### src/hw/tpp_pkg.sv
// Package of constants, register map and carrier types for the positioner.
package tpp_pkg;

    // ------------------------------------------------------------------
    // Clock and timing
    // ------------------------------------------------------------------
    localparam int CLK_HZ          = 20_000_000;
    localparam int CLK_PERIOD_NS   = 50;
    localparam int CTRL_PERIOD_NS  = 4_000_000;
    localparam int CTRL_PERIOD_CYC = CTRL_PERIOD_NS / CLK_PERIOD_NS;
    localparam int PERIODS_PER_SEC = 1_000_000_000 / CTRL_PERIOD_NS;
    localparam int MAX_FREQ_HZ     = 100_000;

    // ------------------------------------------------------------------
    // Register map
    // ------------------------------------------------------------------
    localparam int AW = 8;
    localparam int DW = 32;
    localparam logic [AW-1:0] REG_CTRL    = 8'h00;
    localparam logic [AW-1:0] REG_PORT    = 8'h04;
    localparam logic [AW-1:0] REG_MODE    = 8'h08;
    localparam logic [AW-1:0] REG_COUNT   = 8'h0c;
    localparam logic [AW-1:0] REG_TARGET  = 8'h10;
    localparam logic [AW-1:0] REG_ACCEL   = 8'h14;
    localparam logic [AW-1:0] REG_DECEL   = 8'h18;
    localparam logic [AW-1:0] REG_START   = 8'h1c;
    localparam logic [AW-1:0] REG_STATUS  = 8'h20;
    localparam logic [AW-1:0] REG_POS0    = 8'h24;
    localparam logic [AW-1:0] REG_POS1    = 8'h28;
    localparam logic [AW-1:0] REG_FREQ    = 8'h2c;
    localparam logic [AW-1:0] REG_IRQ_ST  = 8'h30;
    localparam logic [AW-1:0] REG_IRQ_CLR = 8'h34;
    localparam logic [AW-1:0] REG_IRQ_EN  = 8'h38;

    localparam int CTRL_EXEC_BIT   = 0;
    localparam int CTRL_STOP_BIT   = 1;
    localparam int CTRL_ORIGIN_BIT = 2;

    localparam logic [15:0] PORT_OUT0 = 16'h0000;
    localparam logic [15:0] PORT_OUT1 = 16'h0001;

    localparam int          MODE_DIR_BIT   = 0;
    localparam int          MODE_FORM_BIT  = 1;
    localparam int          MODE_ABS_BIT   = 2;
    localparam logic [15:0] MODE_USED_MASK = 16'h0007;

    localparam int IRQ_DONE_BIT = 0;
    localparam int IRQ_ERR_BIT  = 1;
    localparam int IRQ_W        = 2;

    localparam logic [15:0] RESET_WORD16 = 16'h0000;
    localparam logic [31:0] RESET_WORD32 = 32'h0000_0000;

    // ------------------------------------------------------------------
    // Types
    // ------------------------------------------------------------------
    typedef enum logic [2:0] {
        TPP_IDLE, TPP_ACCEL, TPP_CONST, TPP_DECEL, TPP_HOLD
    } tpp_phase_e;

    typedef struct packed {
        logic [AW-1:0] addr;
        logic [DW-1:0] wdata;
        logic          wr;
        logic          rd;
    } tpp_bus_s;

    typedef struct packed {
        logic [1:0] fixedSpeedBusy;
        logic [1:0] originSearchBusy;
        logic       fromIrqContext;
        logic       cyclicPulseBusy;
    } tpp_ctx_s;

    typedef struct packed {
        logic [31:0] acc;
        logic        wave;
        logic        rise;
    } tpp_nco_s;

    typedef struct packed {
        tpp_phase_e       phase;
        logic [15:0]      portCode;
        logic [15:0]      mode;
        logic [31:0]      count;
        logic [31:0]      target;
        logic [15:0]      accel;
        logic [15:0]      decel;
        logic [31:0]      startFreq;
        logic [31:0]      freq;
        logic [32:0]      remaining;
        logic             actPort;
        logic             actNeg;
        logic             actForm;
        logic             ctlStop;
        logic             errFlag;
        logic [1:0]       originEst;
        logic [1:0][31:0] pos;
        logic [31:0]      periodCnt;
        logic             calcBusy;
        logic [31:0]      calcF;
        logic [47:0]      calcSum;
        logic [1:0]       outA;
        logic [1:0]       outB;
        logic [IRQ_W-1:0] irqSt;
        logic [IRQ_W-1:0] irqEn;
        logic [DW-1:0]    rdata;
        logic [1:0]       strapSync;
    } tpp_state_s;

endpackage

### src/hw/tpp_positioner.sv
// Trapezoidal profile pulse positioner with register port and interrupt.

module tpp_positioner #(
    parameter int CTRL_CYC = tpp_pkg::CTRL_PERIOD_CYC,
    parameter int MAX_FREQ = tpp_pkg::MAX_FREQ_HZ
) (
    input  wire logic            ref_clk,
    input  wire logic            reset,
    input  wire tpp_pkg::tpp_bus_s bus,
    output logic [tpp_pkg::DW-1:0] rdata,
    input  wire tpp_pkg::tpp_ctx_s ctx,
    input  wire logic            hasTransistorOut,
    output logic [1:0]           pulseOutA,
    output logic [1:0]           pulseOutB,
    output logic                 inProgress,
    output logic                 instructionErrorFlag,
    output logic                 irq
);
    import tpp_pkg::*;

    // ------------------------------------------------------------------
    // Elaboration checks
    // ------------------------------------------------------------------
    if (CTRL_CYC < 2) begin : g_bad_period
        $error("control period too short");
    end
    if (CTRL_CYC > CLK_HZ) begin : g_bad_long
        $error("control period longer than one second");
    end
    if (MAX_FREQ < 1) begin : g_bad_fmin
        $error("maximum frequency must be positive");
    end
    if (2 * longint'(MAX_FREQ) >= longint'(CLK_HZ)) begin : g_bad_freq
        $error("maximum frequency too high for clock");
    end

    localparam logic [31:0] CTRL_LAST = 32'(CTRL_CYC - 1);
    localparam logic [31:0] MAX_F     = 32'(MAX_FREQ);
    // Control periods per second follow the period length in use.
    localparam logic [47:0] PPS       = 48'(CLK_HZ / CTRL_CYC);

    function automatic logic [47:0] pulsesToHz(input logic [32:0] n);
        pulsesToHz = {15'h0000, n} * PPS;
    endfunction

    function automatic logic running(input tpp_phase_e p);
        running = (p == TPP_ACCEL) || (p == TPP_CONST) || (p == TPP_DECEL);
    endfunction

    // Lowers a frequency by one step but never below the floor value.
    function automatic logic [31:0] stepDown(input logic [31:0] f,
                                             input logic [31:0] lowest,
                                             input logic [15:0] dec);
        stepDown = (f - lowest > {16'h0000, dec}) ? f - {16'h0000, dec}
                                                  : lowest;
    endfunction

    tpp_state_s s_r;
    tpp_state_s s_nxt;

    logic              ncoWave;
    logic              ncoRise;
    logic              ncoClear;
    logic              portSel;
    logic              portOk;
    logic              modeAbs;
    logic signed [32:0] absDiff;
    logic [32:0]       absMag;
    logic [32:0]       moveMag;
    logic              moveNeg;
    logic              errRange;
    logic              errBusy;
    logic              errCtx;
    logic              errOrigin;
    logic              cmdErr;
    logic              execWr;
    logic              execTaken;
    logic              stopWr;
    logic              originWr;
    logic              tick;
    logic [DW-1:0]     rdNext;

    // ------------------------------------------------------------------
    // Command decode and checks
    // ------------------------------------------------------------------
    assign portSel = s_r.portCode[0];
    assign portOk  = (s_r.portCode == PORT_OUT0)
                  || (s_r.portCode == PORT_OUT1);
    assign modeAbs = s_r.mode[MODE_ABS_BIT];
    assign absDiff = $signed({s_r.count[31], s_r.count})
                   - $signed({s_r.pos[portSel][31], s_r.pos[portSel]});
    assign absMag  = absDiff[32] ? 33'(-absDiff) : 33'(absDiff);
    assign moveMag = modeAbs ? absMag : {1'b0, s_r.count};
    assign moveNeg = modeAbs ? absDiff[32] : s_r.mode[MODE_DIR_BIT];

    assign errRange = !portOk
                   || ((s_r.mode & ~MODE_USED_MASK) != RESET_WORD16)
                   || (s_r.accel == RESET_WORD16)
                   || (s_r.decel == RESET_WORD16)
                   || (s_r.startFreq == RESET_WORD32)
                   || (s_r.startFreq > MAX_F)
                   || (s_r.target > MAX_F)
                   || (s_r.target < s_r.startFreq)
                   || (!modeAbs && s_r.count[31]);
    assign errBusy   = ctx.fixedSpeedBusy[portSel]
                    || ctx.originSearchBusy[portSel];
    assign errCtx    = ctx.fromIrqContext && ctx.cyclicPulseBusy;
    assign errOrigin = modeAbs && !s_r.originEst[portSel];
    assign cmdErr    = errRange || errBusy || errCtx || errOrigin;

    assign execWr   = bus.wr && (bus.addr == REG_CTRL)
                   && bus.wdata[CTRL_EXEC_BIT];
    assign stopWr   = bus.wr && (bus.addr == REG_CTRL)
                   && bus.wdata[CTRL_STOP_BIT];
    assign originWr = bus.wr && (bus.addr == REG_CTRL)
                   && bus.wdata[CTRL_ORIGIN_BIT];
    assign tick     = running(s_r.phase) && (s_r.periodCnt == CTRL_LAST);
    // A refused command must leave the phase of a running move alone.
    assign execTaken = execWr && s_r.strapSync[1]
                    && !((s_r.phase == TPP_HOLD) && s_r.ctlStop);
    assign ncoClear  = execTaken && !cmdErr;

    // ------------------------------------------------------------------
    // Pulse generator
    // ------------------------------------------------------------------
    tpp_pulse_nco #(
        .CLK_RATE (CLK_HZ)
    ) u_nco (
        .ref_clk (ref_clk),
        .reset   (reset),
        .clear   (ncoClear),
        .run     (running(s_r.phase)),
        .freqHz  (s_r.freq),
        .wave    (ncoWave),
        .rise    (ncoRise)
    );

    // ------------------------------------------------------------------
    // Read mux
    // ------------------------------------------------------------------
    always_comb begin
        case (bus.addr)
            REG_PORT:   rdNext = {16'h0000, s_r.portCode};
            REG_MODE:   rdNext = {16'h0000, s_r.mode};
            REG_COUNT:  rdNext = s_r.count;
            REG_TARGET: rdNext = s_r.target;
            REG_ACCEL:  rdNext = {16'h0000, s_r.accel};
            REG_DECEL:  rdNext = {16'h0000, s_r.decel};
            REG_START:  rdNext = s_r.startFreq;
            REG_STATUS: rdNext = {24'h000000, s_r.phase, s_r.originEst,
                                  s_r.errFlag, s_r.phase != TPP_IDLE,
                                  running(s_r.phase)};
            REG_POS0:   rdNext = s_r.pos[0];
            REG_POS1:   rdNext = s_r.pos[1];
            REG_FREQ:   rdNext = s_r.freq;
            REG_IRQ_ST: rdNext = {30'h0000_0000, s_r.irqSt};
            REG_IRQ_EN: rdNext = {30'h0000_0000, s_r.irqEn};
            default:    rdNext = RESET_WORD32;
        endcase
    end

    // ------------------------------------------------------------------
    // Next state
    // ------------------------------------------------------------------
    always_comb begin
        s_nxt = s_r;
        // The strap passes two flip-flops before any command reads it.
        s_nxt.strapSync = {s_r.strapSync[0], hasTransistorOut};
        s_nxt.rdata = bus.rd ? rdNext : RESET_WORD32;

        // Register writes; the start frequency arrives as one
        // 32-bit word whose low half is the low word.
        if (bus.wr) begin
            case (bus.addr)
                REG_PORT:   s_nxt.portCode  = bus.wdata[15:0];
                REG_MODE:   s_nxt.mode      = bus.wdata[15:0];
                REG_COUNT:  s_nxt.count     = bus.wdata;
                REG_TARGET: s_nxt.target    = bus.wdata;
                REG_ACCEL:  s_nxt.accel     = bus.wdata[15:0];
                REG_DECEL:  s_nxt.decel     = bus.wdata[15:0];
                REG_START:  s_nxt.startFreq = bus.wdata;
                REG_IRQ_EN: s_nxt.irqEn     = bus.wdata[IRQ_W-1:0];
                default:    s_nxt.irqEn     = s_r.irqEn;
            endcase
        end
        if (bus.wr && (bus.addr == REG_IRQ_CLR)) begin
            s_nxt.irqSt = s_r.irqSt & ~bus.wdata[IRQ_W-1:0];
        end

        // Control period timer runs only while pulses are emitted.
        if (running(s_r.phase)) begin
            s_nxt.periodCnt = tick ? RESET_WORD32 : s_r.periodCnt + 32'd1;
        end

        // Iterative estimate of the hertz-periods needed to come down.
        if (s_r.calcBusy) begin
            if (s_r.calcF > s_r.startFreq) begin
                s_nxt.calcSum = s_r.calcSum + {16'h0000, s_r.calcF};
                s_nxt.calcF = stepDown(s_r.calcF, s_r.startFreq, s_r.decel);
            end else begin
                s_nxt.calcBusy = 1'b0;
                if (((s_r.phase == TPP_ACCEL) || (s_r.phase == TPP_CONST))
                    && (s_r.calcSum >= pulsesToHz(s_r.remaining))) begin
                    s_nxt.phase = TPP_DECEL;
                end
            end
        end

        case (s_r.phase)
            TPP_ACCEL: begin
                if (tick) begin
                    if ({1'b0, s_r.freq} + {17'h00000, s_r.accel}
                        >= {1'b0, s_r.target}) begin
                        s_nxt.freq  = s_r.target;
                        s_nxt.phase = TPP_CONST;
                    end else begin
                        s_nxt.freq = s_r.freq + {16'h0000, s_r.accel};
                    end
                end
            end
            TPP_CONST: begin
                s_nxt.freq = s_r.freq;
            end
            TPP_DECEL: begin
                if (tick) begin
                    s_nxt.freq = stepDown(s_r.freq, s_r.startFreq,
                                          s_r.decel);
                end
            end
            TPP_HOLD: begin
                s_nxt.phase   = TPP_IDLE;
                s_nxt.ctlStop = 1'b0;
            end
            default: begin
                s_nxt.phase = TPP_IDLE;
            end
        endcase

        // Each control period that ends with no estimate running re-estimates the deceleration point.
        if (tick && !s_r.calcBusy) begin
            s_nxt.calcBusy = 1'b1;
            s_nxt.calcF    = s_nxt.freq;
            s_nxt.calcSum  = 48'h0000_0000_0000;
        end

        // Pulse accounting; the move ends on the last commanded pulse.
        if (ncoRise && running(s_r.phase)) begin
            s_nxt.pos[s_r.actPort] = s_r.actNeg
                ? s_r.pos[s_r.actPort] - 32'd1
                : s_r.pos[s_r.actPort] + 32'd1;
            s_nxt.remaining = s_r.remaining - 33'd1;
            if (s_r.remaining == 33'd1) begin
                s_nxt.phase    = TPP_HOLD;
                s_nxt.calcBusy = 1'b0;
                s_nxt.irqSt[IRQ_DONE_BIT] = 1'b1;
            end
        end

        if (stopWr && running(s_r.phase)) begin
            s_nxt.phase     = TPP_HOLD;
            s_nxt.ctlStop   = 1'b1;
            s_nxt.remaining = 33'd0;
            s_nxt.calcBusy  = 1'b0;
            s_nxt.irqSt[IRQ_DONE_BIT] = 1'b1;
        end

        if (originWr && !(running(s_r.phase) && s_r.actPort == portSel)) begin
            s_nxt.originEst[portSel] = 1'b1;
            s_nxt.pos[portSel]       = RESET_WORD32;
        end

        // An error-free command restarts the sequence, even in the trailing cycle,
        // unless a control stop just happened or the outputs are absent.
        if (execTaken) begin
            s_nxt.errFlag = cmdErr;
            if (cmdErr) begin
                s_nxt.irqSt[IRQ_ERR_BIT] = 1'b1;
            end else begin
                s_nxt.actPort   = portSel;
                s_nxt.actNeg    = moveNeg;
                s_nxt.actForm   = s_r.mode[MODE_FORM_BIT];
                s_nxt.freq      = s_r.startFreq;
                s_nxt.remaining = moveMag;
                s_nxt.periodCnt = RESET_WORD32;
                s_nxt.ctlStop   = 1'b0;
                s_nxt.calcBusy  = 1'b1;
                s_nxt.calcF     = s_r.startFreq;
                s_nxt.calcSum   = 48'h0000_0000_0000;
                s_nxt.phase     = (moveMag == 33'd0) ? TPP_HOLD
                                                     : TPP_ACCEL;
            end
        end

        // Output drive: pulse plus direction, or separate CW and CCW.
        // Lines drop in the hold cycle, so the last pulse is one clock wide.
        s_nxt.outA = 2'b00;
        s_nxt.outB = 2'b00;
        if (running(s_r.phase)) begin
            if (s_r.actForm) begin
                s_nxt.outA[s_r.actPort] = ncoWave;
                s_nxt.outB[s_r.actPort] = s_r.actNeg;
            end else begin
                s_nxt.outA[s_r.actPort] = ncoWave && !s_r.actNeg;
                s_nxt.outB[s_r.actPort] = ncoWave && s_r.actNeg;
            end
        end
    end

    always_ff @(posedge ref_clk or posedge reset) begin
        if (reset) begin
            s_r <= '0;
        end else begin
            s_r <= s_nxt;
        end
    end

    // ------------------------------------------------------------------
    // Outputs
    // ------------------------------------------------------------------
    assign rdata                = s_r.rdata;
    assign pulseOutA            = s_r.outA;
    assign pulseOutB            = s_r.outB;
    assign inProgress           = s_r.phase != TPP_IDLE;
    assign instructionErrorFlag = s_r.errFlag;
    assign irq                  = |(s_r.irqSt & s_r.irqEn);
endmodule

### src/hw/tpp_pulse_nco.sv
// Phase accumulator that turns a frequency in hertz into a square wave.
module tpp_pulse_nco #(
    parameter int CLK_RATE = tpp_pkg::CLK_HZ
) (
    input  wire logic        ref_clk,
    input  wire logic        reset,
    input  wire logic        clear,
    input  wire logic        run,
    input  wire logic [31:0] freqHz,
    output logic             wave,
    output logic             rise
);
    import tpp_pkg::*;

    localparam logic [31:0] CLK_RATE_W = 32'(CLK_RATE);

    tpp_nco_s s_r;
    tpp_nco_s s_nxt;
    logic [32:0] sum;

    // The wave toggles at twice the pulse rate, one full pulse per period.
    assign sum = {1'b0, s_r.acc} + {freqHz, 1'b0};

    always_comb begin
        s_nxt = s_r;
        s_nxt.rise = 1'b0;
        if (clear || !run) begin
            s_nxt.acc  = RESET_WORD32;
            s_nxt.wave = 1'b0;
        end else if (sum >= {1'b0, CLK_RATE_W}) begin
            s_nxt.acc  = 32'(sum - {1'b0, CLK_RATE_W});
            s_nxt.wave = !s_r.wave;
            s_nxt.rise = !s_r.wave;
        end else begin
            s_nxt.acc = sum[31:0];
        end
    end

    always_ff @(posedge ref_clk or posedge reset) begin
        if (reset) begin
            s_r <= '0;
        end else begin
            s_r <= s_nxt;
        end
    end

    assign wave = s_r.wave;
    assign rise = s_r.rise;
endmodule

### config.mk
export PLATFORM = sky130hd
export DESIGN_NAME = tpp_positioner
export DESIGN_NICKNAME = d
export VERILOG_FILES = /design/src/hw/tpp_pkg.sv /design/src/hw/tpp_positioner.sv /design/src/hw/tpp_pulse_nco.sv
export SDC_FILE = /design/constraint.sdc
export NUM_CORES = 2
export LEC_CHECK = 0
export BUFFER_PORTS_ARGS = -buffer_cell sky130_fd_sc_hd__clkbuf_2
export CAP_MARGIN = 0
export CORE_MARGIN = 1.5
export CORE_UTILIZATION = 30
export DETAILED_ROUTE_END_ITERATION = 12
export PLACE_DENSITY = 0.49
export SLEW_MARGIN = 20
export SYNTH_ARGS = -nofsm -noshare
export SYNTH_HDL_FRONTEND = slang
export SYNTH_SLANG_ARGS = --single-unit
### constraint.sdc
create_clock -name ref_clk -period 17.15 [get_ports ref_clk]
set_input_delay 1.715 -clock ref_clk [delete_from_list [all_inputs] [get_ports ref_clk]]
set_output_delay 1.715 -clock ref_clk [all_outputs]
set_load 0.05 [all_outputs]
==> run metrics <==
status completed; Mean Syn Cell Area 8.52 µm²; LEAKAGE approximately 0.024 µW; clock sink count a little under 500; CTS tree done; Root Driver clkbuf_16; CTS clk-pin slew, worst paths approximately 60 ps; initial antenna violation count 9; Worst-Margin Slew 1170 ps; Max Fclk 129 MHz; Max VDD drop just under 500 µV; Die Ht 406 µm; dpl hpwl roughly 160 mm; Via-to-Cell Ratio 5.77; DR vias 45757; peak fanout along the critical path 30; Synth Cell Area approximately 49000 µm²; share of flip-flops with an asynchronous set or reset 100%; post-synth cell types 107; CP endpoint kind register; DRT iter0 DRCs around 4900; Die Wd 406 µm; WL final 208 mm; RD Place Congestion slightly below 1; share of cells above drive strength 1 10.6%; PortBufs a little under 90; ys flop type dfrtp_1; endpoints failing hold 0; hold crit path type reg -> reg; PwrDens 206 nW/µm²; FF+latch count, synth 487; Seq/Total Area, Yosys 25.0%; maximum buffer depth of the clock tree 3; area of the core approximately 160000 µm²; post-detailed-route count of antenna-violating nets 0; Power Total 11100 µW; die area 165000 µm²; CP arrival 8310 ps; max-slew violation count 0; final worst path period share 45.1%; first-pass GRT wire length around 300 mm; Slew HR 21.7%; worst hold slack 354 ps; Tmin final roughly 7700 ps; post-CTS sizing 0; largest net degree at the start of global routing 151; Final Setup Violations 0; GRT Residual Overflow 0; # DRC 0; Post-Syn Nets 6409; setup tns final 0 ps; critical path required time 17720 ps; Hold-fix buffers, CTS 0; crit start category register; number of max-cap violations 0; GRT Total Usage ~25%; Boundary Pins 90; Wirelength per Cell 26.3 µm; clock skew 64.6 ps; fill count 16958; # rows about 150; Starting Density 30.3%; number of H-tree levels 3; vias in the first global route 44253; unrepaired setup endpoints after global routing false; clock buffer count from CTS a little under 70; Post-synth EDFFs 0; crit path kind reg -> reg; 1st-pass router iterations 9; Final #Nets 6390; Clock Latency Late Sink 710 ps; Syn Inst Count 5731; Ys Warns 0; area delta synth->final 10.5%; post-CTS setup buffers 0
-- report_power, final --
part	total, µW	switching, µW	internal (µW)
logic	7910	4580	3330
clock network	1490	637	858
registers	1720	355	1360
-- synth_stat cells, types with 82 or more instances --
cell type / count / area (µm²)
clkbuf_1: 189 / 709
xnor2_1: 216 / 1890
nand2_1: 472 / 1770
nor2_1: 468 / 1760
a21oi_1: 467 / 2340
a21o_1: 151 / 1130
dfrtp_1: 487 / 12200
inv_1: 361 / 1360
mux2_2: 210 / 2360
xor2_1: 119 / 1040
nor3_1: 143 / 716
nand3_1: 137 / 686
o21ai_0: 303 / 1520
nand4_1: 92 / 576
fa_1: 131 / 2620
ha_1: 496 / 6210
nor4_1: 82 / 513
-- registers in the layout, summed over array words and instances, names as in the netlist --
signal	count
s_nxt	1
pulseOutB	2
u_nco.rise	1
rdata	32
s_r	414
portSel	1
u_nco.wave	1
instructionErrorFlag	1
u_nco.s_r	31
pulseOutA	2
modeAbs	1
-- cells by family (layout without fill, tap and decap cells) --
family	Yosys count	after routing	share of synthesized area [%]
other	0	4	0
AO/OA/AOI/OAI	1598	1598	21.8
XOR/XNOR	337	337	6.08
flip-flops	487	487	25.0
AND/OR/NAND/NOR	1767	1767	17.6
multiplexers	277	277	6.22
buffers and inverters	638	667	5.26
adder cells (fa/ha/maj)	627	627	18.1
-- cell type report --
| class | count | area (µm²) | area share [%] |
|---|---|---|---|
| multi-input combinational | 4606 | 34200 | 63.3 |
| sequential | 487 | 12200 | 22.6 |
| tap | 2160 | 2700 | 5.01 |
| clock buffer | 87 | 1820 | 3.38 |
| inverter | 361 | 1360 | 2.53 |
| timing repair buffer | 188 | 1200 | 2.23 |
| clock inverter | 31 | 484 | 0.898 |
| antenna | 4 | 10.0 | 0.0186 |
-- layout by cell type, fill, tap and decap left out, types with 29 or more instances in the layout --
cell         n
ha_1       496
dfrtp_1    484
nand2_1    470
a21oi_1    466
nor2_1     457
inv_1      360
o21ai_0    302
xnor2_1    216
mux2_2     210
a21o_1     150
nand3_1    137
nor3_1     137
fa_1       131
xor2_1     119
buf_4       98
nand4_1     92
clkbuf_2    89
nor4_1      81
or3_1       70
a211oi_1    68
a222oi_1    68
clkbuf_16   68
mux2i_1     67
o21a_1      67
and3_1      54
nand2b_1    49
nor2b_1     46
o211ai_1    45
a31oi_1     41
o31ai_1     34
a22oi_1     33
or2_2       30
o21bai_1    29
-- per-layer routing --
| layer | vias up | wire length (µm) | global-route usage [%] |
|---|---|---|---|
| met5 | - | 34 | 0 |
| met4 | 2 | 12100 | 12.8 |
| met3 | 374 | 15200 | 3.64 |
| met2 | 2035 | 87800 | 37.2 |
| met1 | 22479 | 93200 | 34.5 |
| li1 | 20867 | - | - |
-- critical path, stage by stage (launching register included) --
cell and delay, ps:
dfrtp_1 540, inv_1 220, ha_1 420, nand2_1 60, o21ai_0 540, a211oi_1 190, o21ai_1 270, a21boi_0 220
o21bai_1 170, a21oi_1 100, xnor2_1 180, ha_1 260, and4_1 170, and4_1 230, nand4_1 130, a21oi_1 90
nor3_1 180, a21oi_1 180, a2111oi_0 380, nand4_1 180, or4_1 720, nor3_4 810, buf_4 510, mux2_2 380
a32oi_1 300, o21ai_0 140
-- final timing paths --
| path | startpoint | to | slack [ps] | cells after the start |
|---|---|---|---|---|
| setup / recovery | s_r[293]$_DFFE_PP0P_ | s_r[107]$_DFF_PP0_ | 9410 | 25 |
| hold / removal | s_nxt[1]$_DFF_PP0_ | s_r[1]$_DFF_PP0_ | 350 | 0 |
| setup reg to reg | s_r[293]$_DFFE_PP0P_ | s_r[107]$_DFF_PP0_ | 9410 | 25 |
| hold reg to reg | s_nxt[1]$_DFF_PP0_ | s_r[1]$_DFF_PP0_ | 350 | 0 |
| max in group asynchronous | reset | s_r[257]$_DFF_PP0_ | 13010 | 5 |
| min in group asynchronous | reset | s_r[159]$_DFF_PP0_ | 1130 | 2 |
-- per-stage QoR --
step / worst slack (ps) / util, % / area [µm²] / std cells
4_1_cts: 9450 / 33.5 / 53900 / 7920
3_3_place_gp: 9530 / 32.0 / 51600 / 7802
5_1_grt: 8830 / 33.5 / 53900 / 7920
6_report: 9410 / 33.5 / 53900 / 7924
3_5_place_dp: 9500 / 32.0 / 51600 / 7802
2_1_floorplan: 1840 / - / 48800 / 5731
Power figures use the tool's default switching activity.
